### config.mk
export PLATFORM = sky130hd
export DESIGN_NAME = fcsd_host
export DESIGN_NICKNAME = d
export VERILOG_FILES = /design/src/hw/fcsd_host.v
export VERILOG_INCLUDE_DIRS = /design/src /design/src/inc
export SDC_FILE = /design/constraint.sdc
export NUM_CORES = 1
export LEC_CHECK = 0
export ABC_AREA = 1
export BUFFER_PORTS_ARGS = -buffer_cell sky130_fd_sc_hd__buf_2
export CORE_MARGIN = 8
export CORE_UTILIZATION = 55
export DETAILED_ROUTE_END_ITERATION = 10
export PLACE_DENSITY = 0.78
export SLEW_MARGIN = 30
export SYNTH_ARGS = -nofsm -noshare
export SYNTH_HDL_FRONTEND = slang
export SYNTH_SLANG_ARGS = --single-unit
### constraint.sdc
create_clock -name clk -period 2.8 [get_ports clk]
set_input_delay 0.28 -clock clk [delete_from_list [all_inputs] [get_ports clk]]
set_output_delay 0.28 -clock clk [all_outputs]
set_load 0.01 [all_outputs]
### src/inc/fcsd_regs.vh
// Summary of operation
// - command cycles are writes, except data reads
// - program is AA, 55, A0, then address/data
// - plain reads need no command cycles
// - F0 reset leaves select mode or timeout
// - select entry is two unlocks then 90
// - buffer program: 25, count-1, pairs, 29
// - buffer sequence at most 21/37 cycles
// - buffer loads stay in first page
// - aborted buffer needs three-cycle abort reset
// - chip erase ends 10, sector 30
`ifndef FCSD_REGS_VH
`define FCSD_REGS_VH

`define FCSD_CMD_READ      4'h0
`define FCSD_CMD_RESET     4'h1
`define FCSD_CMD_ASEL      4'h2
`define FCSD_CMD_PROGRAM   4'h3
`define FCSD_CMD_CHIP_ERS  4'h4
`define FCSD_CMD_SECT_ERS  4'h5
`define FCSD_CMD_SUSPEND   4'h6
`define FCSD_CMD_RESUME    4'h7
`define FCSD_CMD_QUERY     4'h8
`define FCSD_CMD_SEC_ENTER 4'h9
`define FCSD_CMD_SEC_EXIT  4'hA
`define FCSD_CMD_BUF_START 4'hB
`define FCSD_CMD_BUF_LOAD  4'hC
`define FCSD_CMD_BUF_CONF  4'hD
`define FCSD_CMD_ABORT_RST 4'hE

`define FCSD_D_UNLOCK1  16'h00AA
`define FCSD_D_UNLOCK2  16'h0055
`define FCSD_D_RESET    16'h00F0
`define FCSD_D_ASEL     16'h0090
`define FCSD_D_PROGRAM  16'h00A0
`define FCSD_D_ERASE    16'h0080
`define FCSD_D_CHIP     16'h0010
`define FCSD_D_SECT     16'h0030
`define FCSD_D_SUSPEND  16'h00B0
`define FCSD_D_RESUME   16'h0030
`define FCSD_D_QUERY    16'h0098
`define FCSD_D_SEC_EN   16'h0088
`define FCSD_D_SEC_EX   16'h0000
`define FCSD_D_BUF_LOAD 16'h0025
`define FCSD_D_BUF_CONF 16'h0029

`define FCSD_A_U1_WORD  22'h000555
`define FCSD_A_U2_WORD  22'h0002AA
`define FCSD_A_U1_BYTE  22'h000AAA
`define FCSD_A_U2_BYTE  22'h000555
`define FCSD_A_Q_WORD   22'h000055
`define FCSD_A_Q_BYTE   22'h0000AA

`define FCSD_SECT_HI    21
`define FCSD_SECT_LO    12
`define FCSD_BUF_MAX_W  16'h000F
`define FCSD_BUF_MAX_B  16'h001F

`define FCSD_CLK_NS     4
`define FCSD_T_SU_NS    10
`define FCSD_T_WP_NS    35
`define FCSD_T_WPH_NS   30
`define FCSD_T_ACC_NS   90
`define FCSD_SYNC_CYC   2
`define FCSD_C_SU  ((`FCSD_T_SU_NS + `FCSD_CLK_NS - 1) / `FCSD_CLK_NS)
`define FCSD_C_WP  ((`FCSD_T_WP_NS + `FCSD_CLK_NS - 1) / `FCSD_CLK_NS)
`define FCSD_C_WPH ((`FCSD_T_WPH_NS + `FCSD_CLK_NS - 1) / `FCSD_CLK_NS)
`define FCSD_C_RD  ((`FCSD_T_ACC_NS + `FCSD_CLK_NS - 1) / `FCSD_CLK_NS + `FCSD_SYNC_CYC)

`endif

### src/hw/fcsd_host.v
`timescale 1ns/1ps
`include "fcsd_regs.vh"

module fcsd_host (
    input  wire        clk,
    input  wire        nrst,
    input  wire        cmd_valid,
    input  wire [3:0]  cmd_code,
    input  wire [21:0] cmd_addr,
    input  wire [15:0] cmd_data,
    input  wire        byte_mode,
    input  wire        op_done,
    input  wire        op_abort,
    input  wire        timeout_flag_bit,
    output reg         cmd_ready_ff,
    output reg         cmd_err_ff,
    output reg  [15:0] rd_data_ff,
    output reg         rd_valid_ff,
    output reg  [3:0]  mode_ff,
    output reg         esusp_ff,
    output reg         flash_ce_n_ff,
    output reg         flash_we_n_ff,
    output reg         flash_oe_n_ff,
    output reg         flash_byte_n_ff,
    output reg  [21:0] flash_addr_ff,
    output reg  [15:0] flash_dq_out_ff,
    output reg         flash_dq_oe_ff,
    input  wire [15:0] flash_dq_in
);

    localparam [3:0] M_READ  = 4'h0;
    localparam [3:0] M_ASEL  = 4'h1;
    localparam [3:0] M_QUERY = 4'h2;
    localparam [3:0] M_BUSY  = 4'h3;
    localparam [3:0] M_SERS  = 4'h4;
    localparam [3:0] M_ESUSP = 4'h5;
    localparam [3:0] M_ABORT = 4'h6;
    localparam [3:0] M_BUFLD = 4'h7;
    localparam [3:0] M_TOUT  = 4'h8;

    localparam [2:0] S_IDLE  = 3'h0;
    localparam [2:0] S_LOAD  = 3'h1;
    localparam [2:0] S_SETUP = 3'h2;
    localparam [2:0] S_PULSE = 3'h3;
    localparam [2:0] S_HOLD  = 3'h4;

    localparam [31:0] C_SU  = `FCSD_C_SU;
    localparam [31:0] C_WP  = `FCSD_C_WP;
    localparam [31:0] C_WPH = `FCSD_C_WPH;
    localparam [31:0] C_RD  = `FCSD_C_RD;

    reg [2:0]  st_ff;
    reg [7:0]  cnt_ff;
    reg [2:0]  step_ff;
    reg [3:0]  cmd_ff;
    reg [21:0] addr_ff;
    reg [15:0] data_ff;
    reg        byte_ff;
    reg [9:0]  sect_ff;
    reg [17:0] page_ff;
    reg        page_set_ff;
    reg [5:0]  left_ff;
    reg [15:0] dq_meta_ff;
    reg [15:0] dq_sync_ff;

    reg        legal;
    reg [2:0]  start_step;
    reg [21:0] st_addr;
    reg [15:0] st_data;
    reg        st_rd;
    reg        st_last;
    wire [21:0] u1   = byte_ff ? `FCSD_A_U1_BYTE : `FCSD_A_U1_WORD;
    wire [21:0] u2   = byte_ff ? `FCSD_A_U2_BYTE : `FCSD_A_U2_WORD;
    wire [21:0] uq   = byte_ff ? `FCSD_A_Q_BYTE : `FCSD_A_Q_WORD;
    wire [17:0] cpage = byte_mode ? {1'b0, cmd_addr[21:5]} : cmd_addr[21:4];
    wire [15:0] bmax  = byte_mode ? `FCSD_BUF_MAX_B : `FCSD_BUF_MAX_W;
    wire [9:0]  csect = cmd_addr[`FCSD_SECT_HI:`FCSD_SECT_LO];
    wire        cnt_su  = (cnt_ff == C_SU[7:0]);
    wire        cnt_pw  = (cnt_ff == (st_rd ? C_RD[7:0] : C_WP[7:0]));
    wire        cnt_wph = (cnt_ff == C_WPH[7:0]);

    // acceptance check per mode; refused commands never reach the pins
    always @* begin
        legal = 1'b0;
        start_step = 3'h0;
        case (mode_ff)
            M_READ: begin
                legal = (cmd_code != `FCSD_CMD_SUSPEND) && (cmd_code != `FCSD_CMD_RESUME) &&
                        (cmd_code != `FCSD_CMD_BUF_LOAD) && (cmd_code != `FCSD_CMD_BUF_CONF);
                if (cmd_code == `FCSD_CMD_BUF_START) begin
                    legal = (cmd_data <= bmax);
                end
            end
            M_ASEL, M_QUERY: begin
                legal = (cmd_code == `FCSD_CMD_READ) || (cmd_code == `FCSD_CMD_RESET) ||
                        (cmd_code == `FCSD_CMD_ASEL) || (cmd_code == `FCSD_CMD_QUERY);
                if (cmd_code == `FCSD_CMD_ASEL) begin
                    start_step = 3'h3;
                end
            end
            M_BUSY: legal = (cmd_code == `FCSD_CMD_READ);
            M_SERS: begin
                legal = (cmd_code == `FCSD_CMD_READ) || (cmd_code == `FCSD_CMD_SUSPEND);
            end
            M_ESUSP: begin
                legal = (cmd_code == `FCSD_CMD_READ) || (cmd_code == `FCSD_CMD_PROGRAM) ||
                        (cmd_code == `FCSD_CMD_ASEL) || (cmd_code == `FCSD_CMD_RESUME) ||
                        (cmd_code == `FCSD_CMD_RESET);
            end
            M_TOUT:  legal = (cmd_code == `FCSD_CMD_READ) || (cmd_code == `FCSD_CMD_RESET);
            M_ABORT: begin
                legal = (cmd_code == `FCSD_CMD_READ) || (cmd_code == `FCSD_CMD_ABORT_RST);
            end
            M_BUFLD: begin
                // an out-of-page load or early confirm would make the device abort
                if (cmd_code == `FCSD_CMD_BUF_LOAD) begin
                    legal = (left_ff != 6'h00) && (csect == sect_ff) &&
                            (!page_set_ff || (cpage == page_ff));
                end else if (cmd_code == `FCSD_CMD_BUF_CONF) begin
                    legal = (left_ff == 6'h00) && (csect == sect_ff);
                end
            end
            default: legal = 1'b0;
        endcase
    end

    // bus cycle table: step 0 and 1 are the unlock pair for multi-cycle commands
    always @* begin
        st_addr = u1;
        st_data = `FCSD_D_UNLOCK1;
        st_rd   = 1'b0;
        st_last = 1'b0;
        if (step_ff == 3'h1) begin
            st_addr = u2;
            st_data = `FCSD_D_UNLOCK2;
        end
        case (cmd_ff)
            `FCSD_CMD_READ: begin
                st_addr = addr_ff;
                st_rd   = 1'b1;
                st_last = 1'b1;
            end
            `FCSD_CMD_RESET: begin
                st_data = `FCSD_D_RESET;
                st_last = 1'b1;
            end
            `FCSD_CMD_SUSPEND: begin
                st_data = `FCSD_D_SUSPEND;
                st_last = 1'b1;
            end
            `FCSD_CMD_RESUME: begin
                st_data = `FCSD_D_RESUME;
                st_last = 1'b1;
            end
            `FCSD_CMD_QUERY: begin
                st_addr = uq;
                st_data = `FCSD_D_QUERY;
                st_last = 1'b1;
            end
            `FCSD_CMD_BUF_LOAD: begin
                st_addr = addr_ff;
                st_data = data_ff;
                st_last = 1'b1;
            end
            `FCSD_CMD_BUF_CONF: begin
                st_addr = addr_ff;
                st_data = `FCSD_D_BUF_CONF;
                st_last = 1'b1;
            end
            `FCSD_CMD_ASEL: begin
                if (step_ff == 3'h2) begin
                    st_data = `FCSD_D_ASEL;
                end else if (step_ff == 3'h3) begin
                    // offsets 00/01/0E/0F/03/(sector)02 come from the caller's address
                    st_addr = addr_ff;
                    st_rd   = 1'b1;
                    st_last = 1'b1;
                end
            end
            `FCSD_CMD_PROGRAM: begin
                if (step_ff == 3'h2) begin
                    st_data = `FCSD_D_PROGRAM;
                end else if (step_ff == 3'h3) begin
                    st_addr = addr_ff;
                    st_data = data_ff;
                    st_last = 1'b1;
                end
            end
            `FCSD_CMD_CHIP_ERS, `FCSD_CMD_SECT_ERS: begin
                case (step_ff)
                    3'h2: st_data = `FCSD_D_ERASE;
                    3'h3: st_data = `FCSD_D_UNLOCK1;
                    3'h4: begin
                        st_addr = u2;
                        st_data = `FCSD_D_UNLOCK2;
                    end
                    3'h5: begin
                        st_last = 1'b1;
                        if (cmd_ff == `FCSD_CMD_SECT_ERS) begin
                            st_addr = addr_ff;
                            st_data = `FCSD_D_SECT;
                        end else begin
                            st_data = `FCSD_D_CHIP;
                        end
                    end
                    default: st_rd = 1'b0;
                endcase
            end
            `FCSD_CMD_SEC_ENTER: begin
                st_data = (step_ff == 3'h2) ? `FCSD_D_SEC_EN : st_data;
                st_last = (step_ff == 3'h2);
            end
            `FCSD_CMD_SEC_EXIT: begin
                if (step_ff == 3'h2) begin
                    st_data = `FCSD_D_ASEL;
                end else if (step_ff == 3'h3) begin
                    st_data = `FCSD_D_SEC_EX;
                    st_last = 1'b1;
                end
            end
            `FCSD_CMD_BUF_START: begin
                if (step_ff == 3'h2) begin
                    st_addr = addr_ff;
                    st_data = `FCSD_D_BUF_LOAD;
                end else if (step_ff == 3'h3) begin
                    st_addr = addr_ff;
                    st_data = data_ff;
                    st_last = 1'b1;
                end
            end
            `FCSD_CMD_ABORT_RST: begin
                st_data = (step_ff == 3'h2) ? `FCSD_D_RESET : st_data;
                st_last = (step_ff == 3'h2);
            end
            default: st_last = 1'b1;
        endcase
    end

    always @(posedge clk or negedge nrst) begin
        if (!nrst) begin
            dq_meta_ff <= 16'h0000;
            dq_sync_ff <= 16'h0000;
        end else begin
            dq_meta_ff <= flash_dq_in;
            dq_sync_ff <= dq_meta_ff;
        end
    end

    always @(posedge clk or negedge nrst) begin
        if (!nrst) begin
            st_ff           <= S_IDLE;
            cnt_ff          <= 8'h00;
            step_ff         <= 3'h0;
            cmd_ff          <= 4'h0;
            addr_ff         <= 22'h000000;
            data_ff         <= 16'h0000;
            byte_ff         <= 1'b0;
            sect_ff         <= 10'h000;
            page_ff         <= 18'h00000;
            page_set_ff     <= 1'b0;
            left_ff         <= 6'h00;
            mode_ff         <= M_READ;
            esusp_ff        <= 1'b0;
            cmd_ready_ff    <= 1'b0;
            cmd_err_ff      <= 1'b0;
            rd_data_ff      <= 16'h0000;
            rd_valid_ff     <= 1'b0;
            flash_ce_n_ff   <= 1'b1;
            flash_we_n_ff   <= 1'b1;
            flash_oe_n_ff   <= 1'b1;
            flash_byte_n_ff <= 1'b1;
            flash_addr_ff   <= 22'h000000;
            flash_dq_out_ff <= 16'h0000;
            flash_dq_oe_ff  <= 1'b0;
        end else begin
            cmd_err_ff  <= 1'b0;
            rd_valid_ff <= 1'b0;
            cnt_ff      <= cnt_ff + 8'h01;
            // algorithm status reported by the caller's polling
            if (st_ff == S_IDLE && !(cmd_valid && cmd_ready_ff)) begin
                if (timeout_flag_bit && (mode_ff == M_BUSY || mode_ff == M_SERS)) begin
                    mode_ff <= M_TOUT;
                end else if (op_abort && mode_ff == M_BUSY) begin
                    mode_ff <= M_ABORT;
                end else if (op_done && (mode_ff == M_BUSY || mode_ff == M_SERS)) begin
                    mode_ff  <= (esusp_ff && mode_ff == M_BUSY) ? M_ESUSP : M_READ;
                    esusp_ff <= esusp_ff && (mode_ff == M_BUSY);
                end
            end
            case (st_ff)
                S_IDLE: begin
                    cmd_ready_ff <= 1'b1;
                    if (cmd_valid && cmd_ready_ff) begin
                        if (legal) begin
                            cmd_ready_ff    <= 1'b0;
                            cmd_ff          <= cmd_code;
                            addr_ff         <= cmd_addr;
                            data_ff         <= cmd_data;
                            byte_ff         <= byte_mode;
                            flash_byte_n_ff <= ~byte_mode;
                            step_ff         <= (cmd_code < `FCSD_CMD_ASEL ||
                                                (cmd_code > `FCSD_CMD_SECT_ERS &&
                                                 cmd_code < `FCSD_CMD_SEC_ENTER) ||
                                                cmd_code == `FCSD_CMD_BUF_LOAD ||
                                                cmd_code == `FCSD_CMD_BUF_CONF) ?
                                               3'h0 : start_step;
                            st_ff           <= S_LOAD;
                        end else begin
                            cmd_err_ff <= 1'b1;
                        end
                    end
                end
                S_LOAD: begin
                    flash_addr_ff   <= st_addr;
                    flash_dq_out_ff <= byte_ff ? {8'h00, st_data[7:0]} : st_data;
                    flash_dq_oe_ff  <= ~st_rd;
                    flash_ce_n_ff   <= 1'b0;
                    cnt_ff          <= 8'h01;
                    st_ff           <= S_SETUP;
                end
                S_SETUP: begin
                    if (cnt_su) begin
                        // strobe falls after chip enable so the address is taken here
                        flash_we_n_ff <= st_rd;
                        flash_oe_n_ff <= ~st_rd;
                        cnt_ff        <= 8'h01;
                        st_ff         <= S_PULSE;
                    end
                end
                S_PULSE: begin
                    if (cnt_pw) begin
                        flash_we_n_ff <= 1'b1;
                        flash_oe_n_ff <= 1'b1;
                        if (st_rd) begin
                            rd_data_ff  <= byte_ff ? {8'h00, dq_sync_ff[7:0]} : dq_sync_ff;
                            rd_valid_ff <= 1'b1;
                        end
                        cnt_ff <= 8'h01;
                        st_ff  <= S_HOLD;
                    end
                end
                S_HOLD: begin
                    // data held past the strobe rise; chip enable rises after it
                    flash_ce_n_ff <= 1'b1;
                    if (cnt_wph) begin
                        flash_dq_oe_ff <= 1'b0;
                        if (!st_last) begin
                            step_ff <= step_ff + 3'h1;
                            st_ff   <= S_LOAD;
                        end else begin
                            st_ff <= S_IDLE;
                            case (cmd_ff)
                                `FCSD_CMD_RESET, `FCSD_CMD_ABORT_RST,
                                `FCSD_CMD_SEC_ENTER, `FCSD_CMD_SEC_EXIT: begin
                                    mode_ff <= esusp_ff ? M_ESUSP : M_READ;
                                end
                                `FCSD_CMD_ASEL:     mode_ff <= M_ASEL;
                                `FCSD_CMD_QUERY:    mode_ff <= M_QUERY;
                                `FCSD_CMD_PROGRAM,
                                `FCSD_CMD_CHIP_ERS,
                                `FCSD_CMD_BUF_CONF: mode_ff <= M_BUSY;
                                `FCSD_CMD_SECT_ERS: mode_ff <= M_SERS;
                                `FCSD_CMD_SUSPEND: begin
                                    mode_ff  <= M_ESUSP;
                                    esusp_ff <= 1'b1;
                                end
                                `FCSD_CMD_RESUME: begin
                                    mode_ff  <= M_SERS;
                                    esusp_ff <= 1'b0;
                                end
                                `FCSD_CMD_BUF_START: begin
                                    mode_ff     <= M_BUFLD;
                                    sect_ff     <= addr_ff[`FCSD_SECT_HI:`FCSD_SECT_LO];
                                    page_set_ff <= 1'b0;
                                    left_ff     <= data_ff[5:0] + 6'h01;
                                end
                                `FCSD_CMD_BUF_LOAD: begin
                                    left_ff     <= left_ff - 6'h01;
                                    page_set_ff <= 1'b1;
                                    if (!page_set_ff) begin
                                        page_ff <= byte_ff ? {1'b0, addr_ff[21:5]} : addr_ff[21:4];
                                    end
                                end
                                default: mode_ff <= mode_ff;
                            endcase
                        end
                    end
                end
                default: st_ff <= S_IDLE;
            endcase
        end
    end

endmodule

==> flow_summary_export.csv <==
group,metric,value,unit
die,die_w,151,microns
logic_synthesis,synth.distinct_cells,55,
timing,skew,0.0120,ns
global_route,grt_pass1_vias,9504,
die,core,18000,sq um
cells_and_area,fin_cells,1706,
logic_synthesis,synth_nets,1391,
critical_path,max_stage_delay,0.49,ns
clocking,clock_path_buffers,2,
pwr,peakVddDrop,0.581,mV
die,die_y,151,microns
route,drt_iter0_drc,812,
outcome,status,"completed",
pwr,power_density,672,nW/um^2
placement,port-buffer-count,131,
die,dieArea,22900,sq um
cells_and_area,multi_input_area,4550,sq um
critical_path,reg2reg_from,"step_ff[1]",
timing,setup_ws,0.138,ns
global_route,antenna_found_initial,0,
clocking,cts-root-buf,"clkbuf_16",
route,first_pass_iters,6,
clocking,worstSkewPairLatency,0.44,ns
timing,hold_viol,0,
die,start_util,56.0,%
logic_synthesis,yosysSeqAreaShare,47.6,%
cells_and_area,finalNetCount,1544,
placement,post-dp-hpwl,21400,microns
logic_synthesis,ys_ff_latch,191,
route,vias,9675,
timing,max-slew-margin-rel,48.4,%
timing,slew_viol_final,0,
logic_synthesis,syn_area,10100,sq um
worst_hold_path,hp-start,"cmd_addr[0]",
critical_path,worstPathCellList,"inv_1 -> ha_1 -> nand2_1 -> ha_2 -> inv_1 -> nor2_1 -> inv_1 -> a22oi_1 -> nor2_1 -> a311oi_1 -> o22ai_1 -> inv_1",
timing,period_share,95.1,%
critical_path,worstPathRequired,3.18,ns
logic_synthesis,synth_top_area_share,46.5,%
timing,fin_crit,2.66,ns
job,maxCapViolCount,0,
cells_and_area,syn_to_final_growth,17.7,%
logic_synthesis,ys_top_cells_by_area,"dfrtp_1 (47%), nand2_1 (15%), o21ai_0 (7.3%), inv_1 (5.3%), nand3_1 (4.0%)",
timing,fmax,376,MHz
global_route,overflow,0,
placement,pre_cts_ws,0.224,ns
route,drc,0,
cells_and_area,n_fill_cell,1527,
global_route,met3_usage,6.33,%
critical_path,cp.arrival,3.04,ns
logic_synthesis,synth_ff_type,"dfrtp_1",
cells_and_area,diodes,0,
clocking,post_cts_buffers,0,
pwr,power.leakage,0.00598,uW
worst_hold_path,hold_class,"in -> reg",
route,ant_nets,0,
cells_and_area,regArea,4780,sq um
global_route,grtUsageMet1,34.4,%
logic_synthesis,synth-edff-count,0,
logic_synthesis,ys_warn_count,0,
route,wl_per_cell,17.3,microns
critical_path,path_class,"reg -> reg",
critical_path,critPathMostFrequentCell,"inv_1",
timing,tightest_slew,0.771,ns
logic_synthesis,syn_inst,1311,
critical_path,critPathMaxFanout,8,
timing,whs,0.0764,ns
logic_synthesis,yosysTopAreaCell,"dfrtp_1",
timing,setup_viol,0,
global_route,grt_use_total,26.4,%
clocking,cts.htree.levels,4,
logic_synthesis,ys_async_sr_fraction,100,%
route,viasPerCell,5.67,
global_route,grt_pass1_wl,47700,microns
clocking,cts_made_buffers,17,
placement,place_congestion,1.01,
die,pin_count,132,
global_route,use_met2,41.6,%
route,drt_wl_total,29500,microns
cells_and_area,layout-drive-gt1-share,14.8,%
global_route,busiest_layer,"met2",
timing,rsz0062_at_grt,"false",
clocking,path_clk_slew,0.07,ns
clocking,cts.sinks,191,
critical_path,critPathLaunch,"step_ff[1]",
pwr,p_total,7950,uW
critical_path,cp_slowest_cell,"ha_2",
global_route,grt_start_max_net_pins,72,
logic_synthesis,postSynthAreaPerCell,7.67,sq um
critical_path,cp-end-kind,"flip-flop",
critical_path,cp-start-kind,"flip-flop",
timing,finalSetupTns,0,ns
placement,dp.cells,1656,
clocking,cts_tree,"done",
die,rows,49,
## stage by stage
step	area [sq um]	util, %
floorplan	10100	-
global placement	11000	61.5
detailed placement	11000	61.5
CTS	11800	65.8
global route	11800	65.9
finish	11800	65.9
## registers in the layout, summed over array words and instances, names as in the netlist, 3 cells and up
register / flops
data_ff: 16
rd_data_ff: 16
addr_ff: 22
dq_sync_ff: 16
flash_dq_out_ff: 16
flash_addr_ff: 22
cmd_ff: 4
mode_ff: 4
dq_meta_ff: 16
cnt_ff: 8
sect_ff: 10
st_ff: 3
page_ff: 18
step_ff: 3
left_ff: 6
## per-layer routing
layer / up-vias / part of all wire [%]
li1: 4623 / -
met1: 4536 / 41
met2: 449 / 47
met3: 67 / 8.9
met4: 0 / 2.8
met5: - / 0
## power breakdown
| part | internal [uW] | switching, uW |
|---|---|---|
| combinational | 720 | 1450 |
| clock | 1280 | 1190 |
| sequential | 3060 | 246 |
## cell usage after synthesis, types with 5 or more instances
master	count
xnor2_1	6
nor4_1	8
nor2_1	76
o21ai_0	146
nand3b_1	5
inv_1	141
ha_1	15
clkbuf_1	23
nand4_1	17
nand3_1	80
buf_2	15
o21ai_1	30
a221oi_1	5
o211ai_1	8
dfrtp_1	187
o22ai_1	10
xor2_1	13
a21oi_1	42
nand2_1	397
nor3_1	21
## placed cells by master, fill, tap and decap left out, drive strengths merged, types with 4 or more instances in the layout
| cell | synthesis | routed |
|---|---|---|
| a21oi | 42 | 42 |
| nand3b | 5 | 5 |
| nor3 | 22 | 22 |
| nand4 | 17 | 17 |
| nor4 | 9 | 9 |
| a22o | 4 | 4 |
| nand2 | 401 | 401 |
| a221oi | 5 | 5 |
| buf | 19 | 158 |
| ha | 15 | 15 |
| clkbuf | 24 | 18 |
| dlygate4sd3 | 0 | 17 |
| o22ai | 10 | 10 |
| o21ai | 176 | 176 |
| xnor2 | 6 | 6 |
| xor2 | 13 | 13 |
| dfrtp | 187 | 187 |
| or2 | 4 | 4 |
| o211ai | 8 | 8 |
| a31oi | 4 | 4 |
| nand3 | 82 | 83 |
| clkinv | 1 | 5 |
| inv | 145 | 154 |
| dfstp | 4 | 4 |
| nor2 | 78 | 78 |
## final cells by class
class	count	area share, %
clock inverter	15	1.44
multi-input combinational	932	38.4
tap	229	2.42
sequential	191	40.4
clock buffer	17	3.60
inverter	146	4.63
timing repair buffer	176	9.04
## path summary, 6_finish.rpt
check	to	depth (start not counted)	slack [ns]
worst max-delay path	flash_addr_ff[10]	12	0.14
worst min-delay path	addr_ff[0]	3	0.08
worst max register to register	flash_addr_ff[10]	12	0.14
worst min register to register	dq_sync_ff[10]	0	0.35
max in group asynchronous	page_ff[17]	3	1.64
min in group asynchronous	left_ff[4]	2	0.41
## repair_timing
action / in CTS / in global routing
setup endpoints to repair: 0 / 4
gates resized for setup: 0 / 2
endpoints found under the hold margin: 81 / 0
hold buffers: 17 / 0
## cells by family (layout without fill, tap and decap cells)
logic type	count (synthesis)	count (layout)	synth area share (%)
buffers and inverters	189	354	7.37
DFF	191	191	47.6
AOI/OAI and AO/OA	273	273	15.2
xor gates and xnor gates	19	19	1.65
muxes	4	4	0.411
adders and majority gates	15	15	1.87
and+or+nand+nor	620	621	25.9
## worst max-delay path: cells and delay by family, from the launching register on
kind            cells  cell delay (ns)
fa+ha+maj           2             0.69
buf+inv             4             0.44
flops               1             0.43
compound gates      3             0.63
simple gates        3             0.41
Power figures use the tool's default switching activity.
